===== config.mk =====
export PLATFORM = sky130hd
export DESIGN_NAME = lfs_top
export DESIGN_NICKNAME = d
export VERILOG_FILES = /design/src/rtl/lfs_pkg.sv /design/src/rtl/lfs_top.sv
export VERILOG_INCLUDE_DIRS = /design/src /design/src/rtl
export SDC_FILE = /design/constraint.sdc
export NUM_CORES = 1
export LEC_CHECK = 0
export ABC_CLOCK_PERIOD_IN_PS = 2700
export BUFFER_PORTS_ARGS = -buffer_cell sky130_fd_sc_hd__clkbuf_2
export CAP_MARGIN = 20
export CORE_ASPECT_RATIO = 0.6
export CORE_MARGIN = 4
export CORE_UTILIZATION = 52
export DETAILED_ROUTE_END_ITERATION = 10
export PLACE_DENSITY = 0.91
export SLEW_MARGIN = 15
export SYNTH_ARGS = -nofsm -noshare
export SYNTH_HDL_FRONTEND = slang
export SYNTH_SLANG_ARGS = --single-unit

===== constraint.sdc =====
create_clock -name pclk -period 2.7 [get_ports pclk]
set_input_delay 0.27 -clock pclk [delete_from_list [all_inputs] [get_ports pclk]]
set_output_delay 0.27 -clock pclk [all_outputs]
set_load 0.02 [all_outputs]

===== src/rtl/lfs_cfg.svh =====
// Register offsets, field positions and reset values of the storage element library
`ifndef LFS_CFG_SVH
`define LFS_CFG_SVH

`define LFS_ADDR_W      12
`define LFS_ADDR_CTRL   12'h000
`define LFS_ADDR_DRIVE  12'h004
`define LFS_ADDR_STATUS 12'h008
`define LFS_ADDR_SR_LO  12'h00C
`define LFS_ADDR_SR_HI  12'h010
`define LFS_ADDR_SW_IN  12'h014

`define LFS_CTRL_SRC    0
`define LFS_CTRL_DIR_LO 1
`define LFS_CTRL_DIR_HI 4
`define LFS_CTRL_RST    5'h00
`define LFS_DRIVE_RST   28'h300_0000
`define LFS_SR_MAX      64
`define LFS_SR_MIN      4

`endif


===== src/rtl/lfs_pkg.sv =====
// Types shared by the storage element library
package lfs_pkg;

	// Inputs of every element, from pins or from the drive register
	typedef struct packed {
		logic       nor_set;
		logic       nor_rst;
		logic       nand_set_n;
		logic       nand_rst_n;
		logic [1:0] dff_d;
		logic [1:0] dff_set;
		logic [1:0] dff_rst;
		logic [1:0] dff_clk;
		logic [1:0] jk_j;
		logic [1:0] jk_k;
		logic [1:0] jk_set;
		logic [1:0] jk_rst;
		logic [1:0] jk_clk;
		logic       sr_d;
		logic       sr_clk;
		logic [3:0] sw_ctrl;
	} lfs_in_s;

	// True and complement outputs of every latch and flip-flop; true output only of the shift chain
	typedef struct packed {
		logic       nor_q;
		logic       nor_qn;
		logic       nand_q;
		logic       nand_qn;
		logic [1:0] dff_q;
		logic [1:0] dff_qn;
		logic [1:0] jk_q;
		logic [1:0] jk_qn;
		logic       sr_q;
	} lfs_out_s;

	// Terminals of the four bilateral switches
	typedef struct packed {
		logic [3:0] a_out;
		logic [3:0] a_oe;
		logic [3:0] b_out;
		logic [3:0] b_oe;
	} lfs_sw_s;

	// Whole state of the block
	typedef struct packed {
		logic [4:0]  ctrl;
		lfs_in_s     drive;
		logic        ack;
		logic        err;
		logic [31:0] rdata;
		logic        nor_q;
		logic        nand_q;
		logic [1:0]  dff_m;
		logic [1:0]  dff_q;
		logic [1:0]  dff_clk_p;
		logic [1:0]  jk_m;
		logic [1:0]  jk_q;
		logic [1:0]  jk_clk_p;
		logic        sr_clk_p;
		logic [63:0] sr;
		logic [3:0]  a_s1;
		logic [3:0]  a_s2;
		logic [3:0]  b_s1;
		logic [3:0]  b_s2;
		lfs_sw_s     sw;
	} lfs_state_s;

endpackage


===== src/rtl/lfs_top.sv =====
// Latches, flip-flop pairs, static shift chain and bus switches behind an APB slave
`timescale 1ns/100ps
`include "lfs_cfg.svh"

// Behaviour
// - NOR latch holds complementary outputs while set and reset are low.
// - NOR latch set pulse makes true high, complement low, and it stays.
// - NOR latch reset pulse makes true low, complement high, and it stays.
// - Repeated pulses on one latch input change nothing; alternate to switch.
// - NAND latch uses active-low set and reset inputs that idle high.
// - D master follows data while clock low; slave holds, then loads the data input directly at the rising edge.
// - D flip-flop loads data on rising clock edge, complement is the inverse.
// - D flip-flop keeps its last captured value while no edges arrive.
// - D reset high forces true low; set high forces true high, any clock.
// - Two independent D flip-flops, each with own inputs and outputs.
// - J and K act as clocked set and reset, only at clock edges.
// - J-K toggle mode flips the output on every clock pulse.
// - J-K direct set and reset act at once on master and slave.
// - Two independent J-K flip-flops with own inputs and buffered outputs.
// - Shift chain stages feed each other, one common clock shifts them all.
// - Shift chain length is a parameter from four to sixty-four stages.
// - Four independent switches, each turned on or off by one control line.
// - Switch on passes high or low onto the line; off leaves it undriven.
module lfs_top
	import lfs_pkg::*;
#(
	parameter int SR_STAGES = 8
)(
	input  wire logic                   pclk,
	input  wire logic                   presetn,
	input  wire logic                   psel,
	input  wire logic                   penable,
	input  wire logic                   pwrite,
	input  wire logic [`LFS_ADDR_W-1:0] paddr,
	input  wire logic [31:0]            pwdata,
	output logic      [31:0]            prdata,
	output logic                        pready,
	output logic                        pslverr,
	input  wire lfs_in_s                elem_in,
	output lfs_out_s                    elem_out,
	input  wire logic [3:0]             sw_a_in,
	input  wire logic [3:0]             sw_b_in,
	output lfs_sw_s                     sw_pins
);

	localparam logic [63:0] SR_MASK = {64{1'b1}} >> (`LFS_SR_MAX - SR_STAGES);

	lfs_state_s s_q;
	lfs_state_s s_d;
	lfs_in_s    src;
	logic [1:0] dff_rise;
	logic [1:0] jk_rise;
	logic       sr_rise;
	logic       acc;
	logic       mapped;
	logic [31:0] rd_mux;

	// Element inputs come from same-clock logic or from software drive
	// Unused set/reset rely on outside tie-off
	assign src = s_q.ctrl[`LFS_CTRL_SRC] ? s_q.drive : elem_in;

	// Element clocks are levels; edges found against last cycle's level
	// Rising edge detect
	assign dff_rise = src.dff_clk & ~s_q.dff_clk_p;
	assign jk_rise  = src.jk_clk & ~s_q.jk_clk_p;
	assign sr_rise  = src.sr_clk & ~s_q.sr_clk_p;

	assign acc = psel & penable;

	// Address decode
	always_comb
	begin
		mapped = 1'b1;
		rd_mux = 32'h0000_0000;
		case (paddr)
			`LFS_ADDR_CTRL:   rd_mux = {27'h000_0000, s_q.ctrl};
			`LFS_ADDR_DRIVE:  rd_mux = {4'h0, s_q.drive};
			`LFS_ADDR_STATUS: rd_mux = {24'h00_0000, s_q.nor_q, s_q.nand_q, s_q.dff_q,
				s_q.jk_q, s_q.sr[SR_STAGES-1], 1'b0};
			`LFS_ADDR_SR_LO:  rd_mux = s_q.sr[31:0];
			`LFS_ADDR_SR_HI:  rd_mux = s_q.sr[63:32];
			`LFS_ADDR_SW_IN:  rd_mux = {24'h00_0000, s_q.b_s2, s_q.a_s2};
			default:          mapped = 1'b0;
		endcase
	end

	// Next state of every element and of the bus slave
	always_comb
	begin
		s_d = s_q;

		// One wait state: answer captured in the first access cycle
		if (acc && !s_q.ack)
		begin
			s_d.ack   = 1'b1;
			s_d.err   = ~mapped;
			s_d.rdata = pwrite ? 32'h0000_0000 : rd_mux;
		end
		else if (acc && s_q.ack)
		begin
			s_d.ack = 1'b0;
			if (pwrite && mapped)
			begin
				if (paddr == `LFS_ADDR_CTRL)
					s_d.ctrl = pwdata[4:0];
				if (paddr == `LFS_ADDR_DRIVE)
					s_d.drive = pwdata[27:0];
			end
		end
		else
			s_d.ack = 1'b0;

		// Repeats on one input leave it unchanged
		if (src.nor_rst)
			// NOR reset, wins if both high
			s_d.nor_q = 1'b0;
		else if (src.nor_set)
			s_d.nor_q = 1'b1;

		if (!src.nand_rst_n)
			s_d.nand_q = 1'b0;
		else if (!src.nand_set_n)
			s_d.nand_q = 1'b1;

		for (int i = 0; i < 2; i++)
		begin
			if (!src.dff_clk[i])
				s_d.dff_m[i] = src.dff_d[i];
			if (dff_rise[i])
				s_d.dff_q[i] = src.dff_d[i];
			// Direct reset/set over clock and data
			if (src.dff_rst[i])
			begin
				s_d.dff_m[i] = 1'b0;
				s_d.dff_q[i] = 1'b0;
			end
			else if (src.dff_set[i])
			begin
				s_d.dff_m[i] = 1'b1;
				s_d.dff_q[i] = 1'b1;
			end

			if (!src.jk_clk[i])
				s_d.jk_m[i] = src.jk_j[i] | (~src.jk_k[i] & s_q.jk_q[i]);
			if (jk_rise[i])
			begin
				case ({src.jk_j[i], src.jk_k[i]})
					2'b10:   s_d.jk_q[i] = 1'b1;
					2'b01:   s_d.jk_q[i] = 1'b0;
					2'b11:   s_d.jk_q[i] = ~s_q.jk_q[i];
					default: s_d.jk_q[i] = s_q.jk_q[i];
				endcase
				s_d.jk_m[i] = s_d.jk_q[i];
			end
			// Direct set/reset on master and slave
			if (src.jk_rst[i])
			begin
				s_d.jk_m[i] = 1'b0;
				s_d.jk_q[i] = 1'b0;
			end
			else if (src.jk_set[i])
			begin
				s_d.jk_m[i] = 1'b1;
				s_d.jk_q[i] = 1'b1;
			end
		end
		s_d.dff_clk_p = src.dff_clk;
		s_d.jk_clk_p  = src.jk_clk;

		// Stages past the length stay clear
		if (sr_rise)
			s_d.sr = {s_q.sr[62:0], src.sr_d} & SR_MASK;
		s_d.sr_clk_p = src.sr_clk;

		// Pin levels pass two flops before the switch reads them
		s_d.a_s1 = sw_a_in;
		s_d.a_s2 = s_q.a_s1;
		s_d.b_s1 = sw_b_in;
		s_d.b_s2 = s_q.b_s1;

		// On drives the far side, off releases both
		for (int k = 0; k < 4; k++)
		begin
			s_d.sw.a_oe[k]  = src.sw_ctrl[k] & s_q.ctrl[`LFS_CTRL_DIR_LO + k];
			s_d.sw.b_oe[k]  = src.sw_ctrl[k] & ~s_q.ctrl[`LFS_CTRL_DIR_LO + k];
			s_d.sw.a_out[k] = s_d.sw.a_oe[k] & s_q.b_s2[k];
			s_d.sw.b_out[k] = s_d.sw.b_oe[k] & s_q.a_s2[k];
		end
	end

	// State register; NAND inputs reset to their idle-high level
	always_ff @(posedge pclk or negedge presetn)
	begin
		if (!presetn)
		begin
			s_q                  <= '0;
			s_q.ctrl             <= `LFS_CTRL_RST;
			s_q.drive            <= `LFS_DRIVE_RST;
		end
		else
			s_q <= s_d;
	end

	// Bus answer from flops; pready only inside an access
	assign pready  = acc & s_q.ack;
	assign pslverr = acc & s_q.ack & s_q.err;
	assign prdata  = s_q.rdata;

	// Complements are inverters on the state flops, so never equal
	assign elem_out.nor_q   = s_q.nor_q;
	assign elem_out.nor_qn  = ~s_q.nor_q;
	assign elem_out.nand_q  = s_q.nand_q;
	assign elem_out.nand_qn = ~s_q.nand_q;
	assign elem_out.dff_q   = s_q.dff_q;
	assign elem_out.dff_qn  = ~s_q.dff_q;
	assign elem_out.jk_q    = s_q.jk_q;
	assign elem_out.jk_qn   = ~s_q.jk_q;
	assign elem_out.sr_q    = s_q.sr[SR_STAGES-1];
	assign sw_pins          = s_q.sw;
endmodule


==> out/metrics.csv <==
metric,value,unit
"Core Util, Final",67.0,%
fin. max-slew vios,0,
Antenna Cells,0,
Core Rows,27,
worst r2r path cells,4,
TritonCTS clock tree,yes,
clock net sink count,114,
CP Launch Point,s_q[173],
final setup TNS,0,ns
library cells used by synthesis,42,
CTS max path bufs,2,
Routability Congestion,0.874,
Port Buf Inserts,139,
r2r setup slk,0.54,ns
Initial DRC Count,194,
first-pass GRT wire length,19900,um
net count reported at finish,599,
Worst Path Buf+Inv,1,
crit path DAT,2.45,ns
Pwr Density,709,nW/um^2
total CTS buffers,17,
vias in the first global route,3812,
vias,3520,
Initial Util,54.9,%
"Seq/Total Area, Yosys",55.0,%
Hold Path Class,in -> reg,
"CTS clk-pin slew, worst paths",0.05,ns
Yosys reg bits,114,
final worst setup slack,0.535,ns
die outline height,85.4,um
maximum vdd drop,0.000473,V
Worst Setup EP,s_q[36],
dpl hpwl,9070,um
grt total ovfl,0,
WP depth,4,
Core ar.,9460,um^2
final antenna-violating net count,0,
vias per inst,5.39,
WS Path Type,reg -> reg,
max_slew headroom,32.1,%
Post-Syn Area,5190,um^2
Final Hold Viols,0,
status,completed,
Mapped Avg Cell Area,13.0,um^2
Placed Area,5640,um^2
Pleak,0.00317,uW
crit path cell chain,buf_4 > mux2_2 > nor2b_1 > mux2_2,
layout cell share with drive strength beyond 1,46.7,%
synthesis-to-finish area growth,22.2,%
die footprint,11700,um^2
post-route cell area,6340,um^2
DIE WIDTH,137,um
H-tree levels,4,
setup repair bufs after CTS,0,
Worst R2R End,s_q[36],
clock skew,0.00762,ns
"Clk Latency, worst-skew pair",0.41,ns
largest net degree at the start of global routing,51,
Syn Inst Count,400,
crit path capture type,flip-flop,
Routed WL,12500,um
CP most frequent cell,mux2_2,
CTS root buf,clkbuf_16,
total track usage,22.6,%
Final Power,4500,uW
Final Critical Period,2.16,ns
max-cap violations,0,
synth warn,0,
period utilization,80.2,%
1st-pass router iterations,4,
crit path max fanout,10,
hold buffers post-CTS,9,
Worst-Margin Slew,1.00,ns
cell family with most CP delay,simple AND/OR/NAND/NOR gates,
startpoint types,flip-flop,
Slowest cell on crit path,nor2b_1,
# resized after CTS,0,
initial antenna violation count,0,
f_max,462,MHz
# setup viols final,0,
R2R Path Start,s_q[173],
DP Worst Slack,0.569,ns
Top-Level Pins,148,
RSZ-0062 raised after global routing,no,
delay of the slowest critical-path stage,0.62,ns
worst path required time,2.98,ns
wire per inst,19.2,um
residual DRC count,0,
## report_power, final
| part | internal [uW] | switching, uW | total [uW] |
|---|---|---|---|
| clock network | 1540 | 755 | 2290 |
| logic | 158 | 193 | 351 |
| registers | 1790 | 66.2 | 1850 |
## synthesized netlist by cell type, drive strengths merged
| master | number | share of area, % |
|---|---|---|
| dfrtp | 112 | 54 |
| or4b | 2 | 0.39 |
| nor4b | 1 | 0.17 |
| o211ai | 2 | 0.29 |
| conb | 1 | 0.072 |
| a32o | 1 | 0.19 |
| dfstp | 2 | 1.0 |
| nand3b | 2 | 0.29 |
| a32oi | 1 | 0.17 |
| nand3 | 2 | 0.29 |
| a2111o | 1 | 0.22 |
| a221oi | 9 | 1.5 |
| and2 | 10 | 1.2 |
| a22o | 20 | 3.4 |
| mux2i | 16 | 3.1 |
| nor4 | 1 | 0.24 |
| a211oi | 6 | 0.87 |
| nand2 | 11 | 0.80 |
| ha | 4 | 0.96 |
| buf | 64 | 9.4 |
| o32ai | 2 | 0.34 |
| nor2 | 18 | 1.3 |
| clkbuf | 5 | 0.36 |
| nand2b | 3 | 0.36 |
| nor3 | 5 | 0.89 |
| mux4 | 1 | 0.43 |
| inv | 13 | 0.94 |
| nor2b | 10 | 1.2 |
| o21ai | 9 | 0.87 |
| and3 | 3 | 0.39 |
| o2111a | 2 | 0.43 |
| nand4bb | 1 | 0.22 |
| mux2 | 54 | 13 |
| a21oi | 6 | 0.58 |
## registers in the layout, summed over array words and instances, names as in the netlist
register and cells:
sw_pins 16, elem_out 7, s_q 55, s_d 8, prdata 28
## logic make-up after synthesis
group | after synthesis | synth area share (%)
mux | 71 | 16.7
flops | 114 | 55.0
simple gates | 69 | 7.74
other cells | 1 | 0.0723
fa+ha+maj | 4 | 0.965
buf+inv | 82 | 10.7
compound gates | 59 | 8.85
## cells in the final DEF (no fill, tap or decap), types with 3 or more instances in the layout
master	netlist	routed
conb_1	1	4
a21oi_1	6	6
clkbuf_16	0	17
a211oi_1	6	6
nand2b_1	3	3
inv_1	13	13
mux2i_1	16	16
nor2_1	18	18
bufinv_16	0	3
ha_1	4	4
clkbuf_2	0	138
clkinv_2	0	5
nor2b_1	10	10
a221oi_1	9	9
a22o_1	20	20
mux2_2	34	34
and2_1	10	10
mux2_4	20	20
clkbuf_8	0	4
dlygate4sd3_1	0	9
o21ai_0	9	9
buf_4	55	9
dfrtp_1	112	112
nand2_1	11	11
## layer usage
| metal | vias up | part of all wire, % | GRT usage [%] |
|---|---|---|---|
| li1 | 1579 | - | - |
| met1 | 1776 | 44 | 30.2 |
| met2 | 152 | 46 | 34.7 |
| met3 | 13 | 8.6 | 8.29 |
| met4 | 0 | 1.1 | 6.79 |
| met5 | - | 0 | 0 |
## worst min path at each step
stage	startpoint	end	slack, ns	cells after the start
final	elem_in[9]	elem_out[4]	0.07	2
after floorplan	presetn	elem_out[0]	-0.03	0
after global placement	presetn	sw_pins[5]	0.33	1
after detailed placement	presetn	sw_pins[5]	0.34	1
after CTS	elem_in[9]	elem_out[4]	0.05	2
after global routing	elem_in[8]	elem_out[3]	0.06	2
## final cells by class
cell class / count / area, um^2
flip-flops and latches: 114 / 2860
clock inverters: 10 / 130
clock buffers: 22 / 484
inverters: 13 / 48.8
well taps: 130 / 163
repair buffers: 157 / 868
fillers: 679 / 3120
multi-input cells: 207 / 1790
## per-stage QoR
step                hold slack (ns)  std cells
finish                       0.0690        653
global route                 0.0609        653
CTS                          0.0482        653
detailed placement            0.336        612
global placement              0.326        612
floorplan                   -0.0256        403
(Power assumes the default switching activity.)
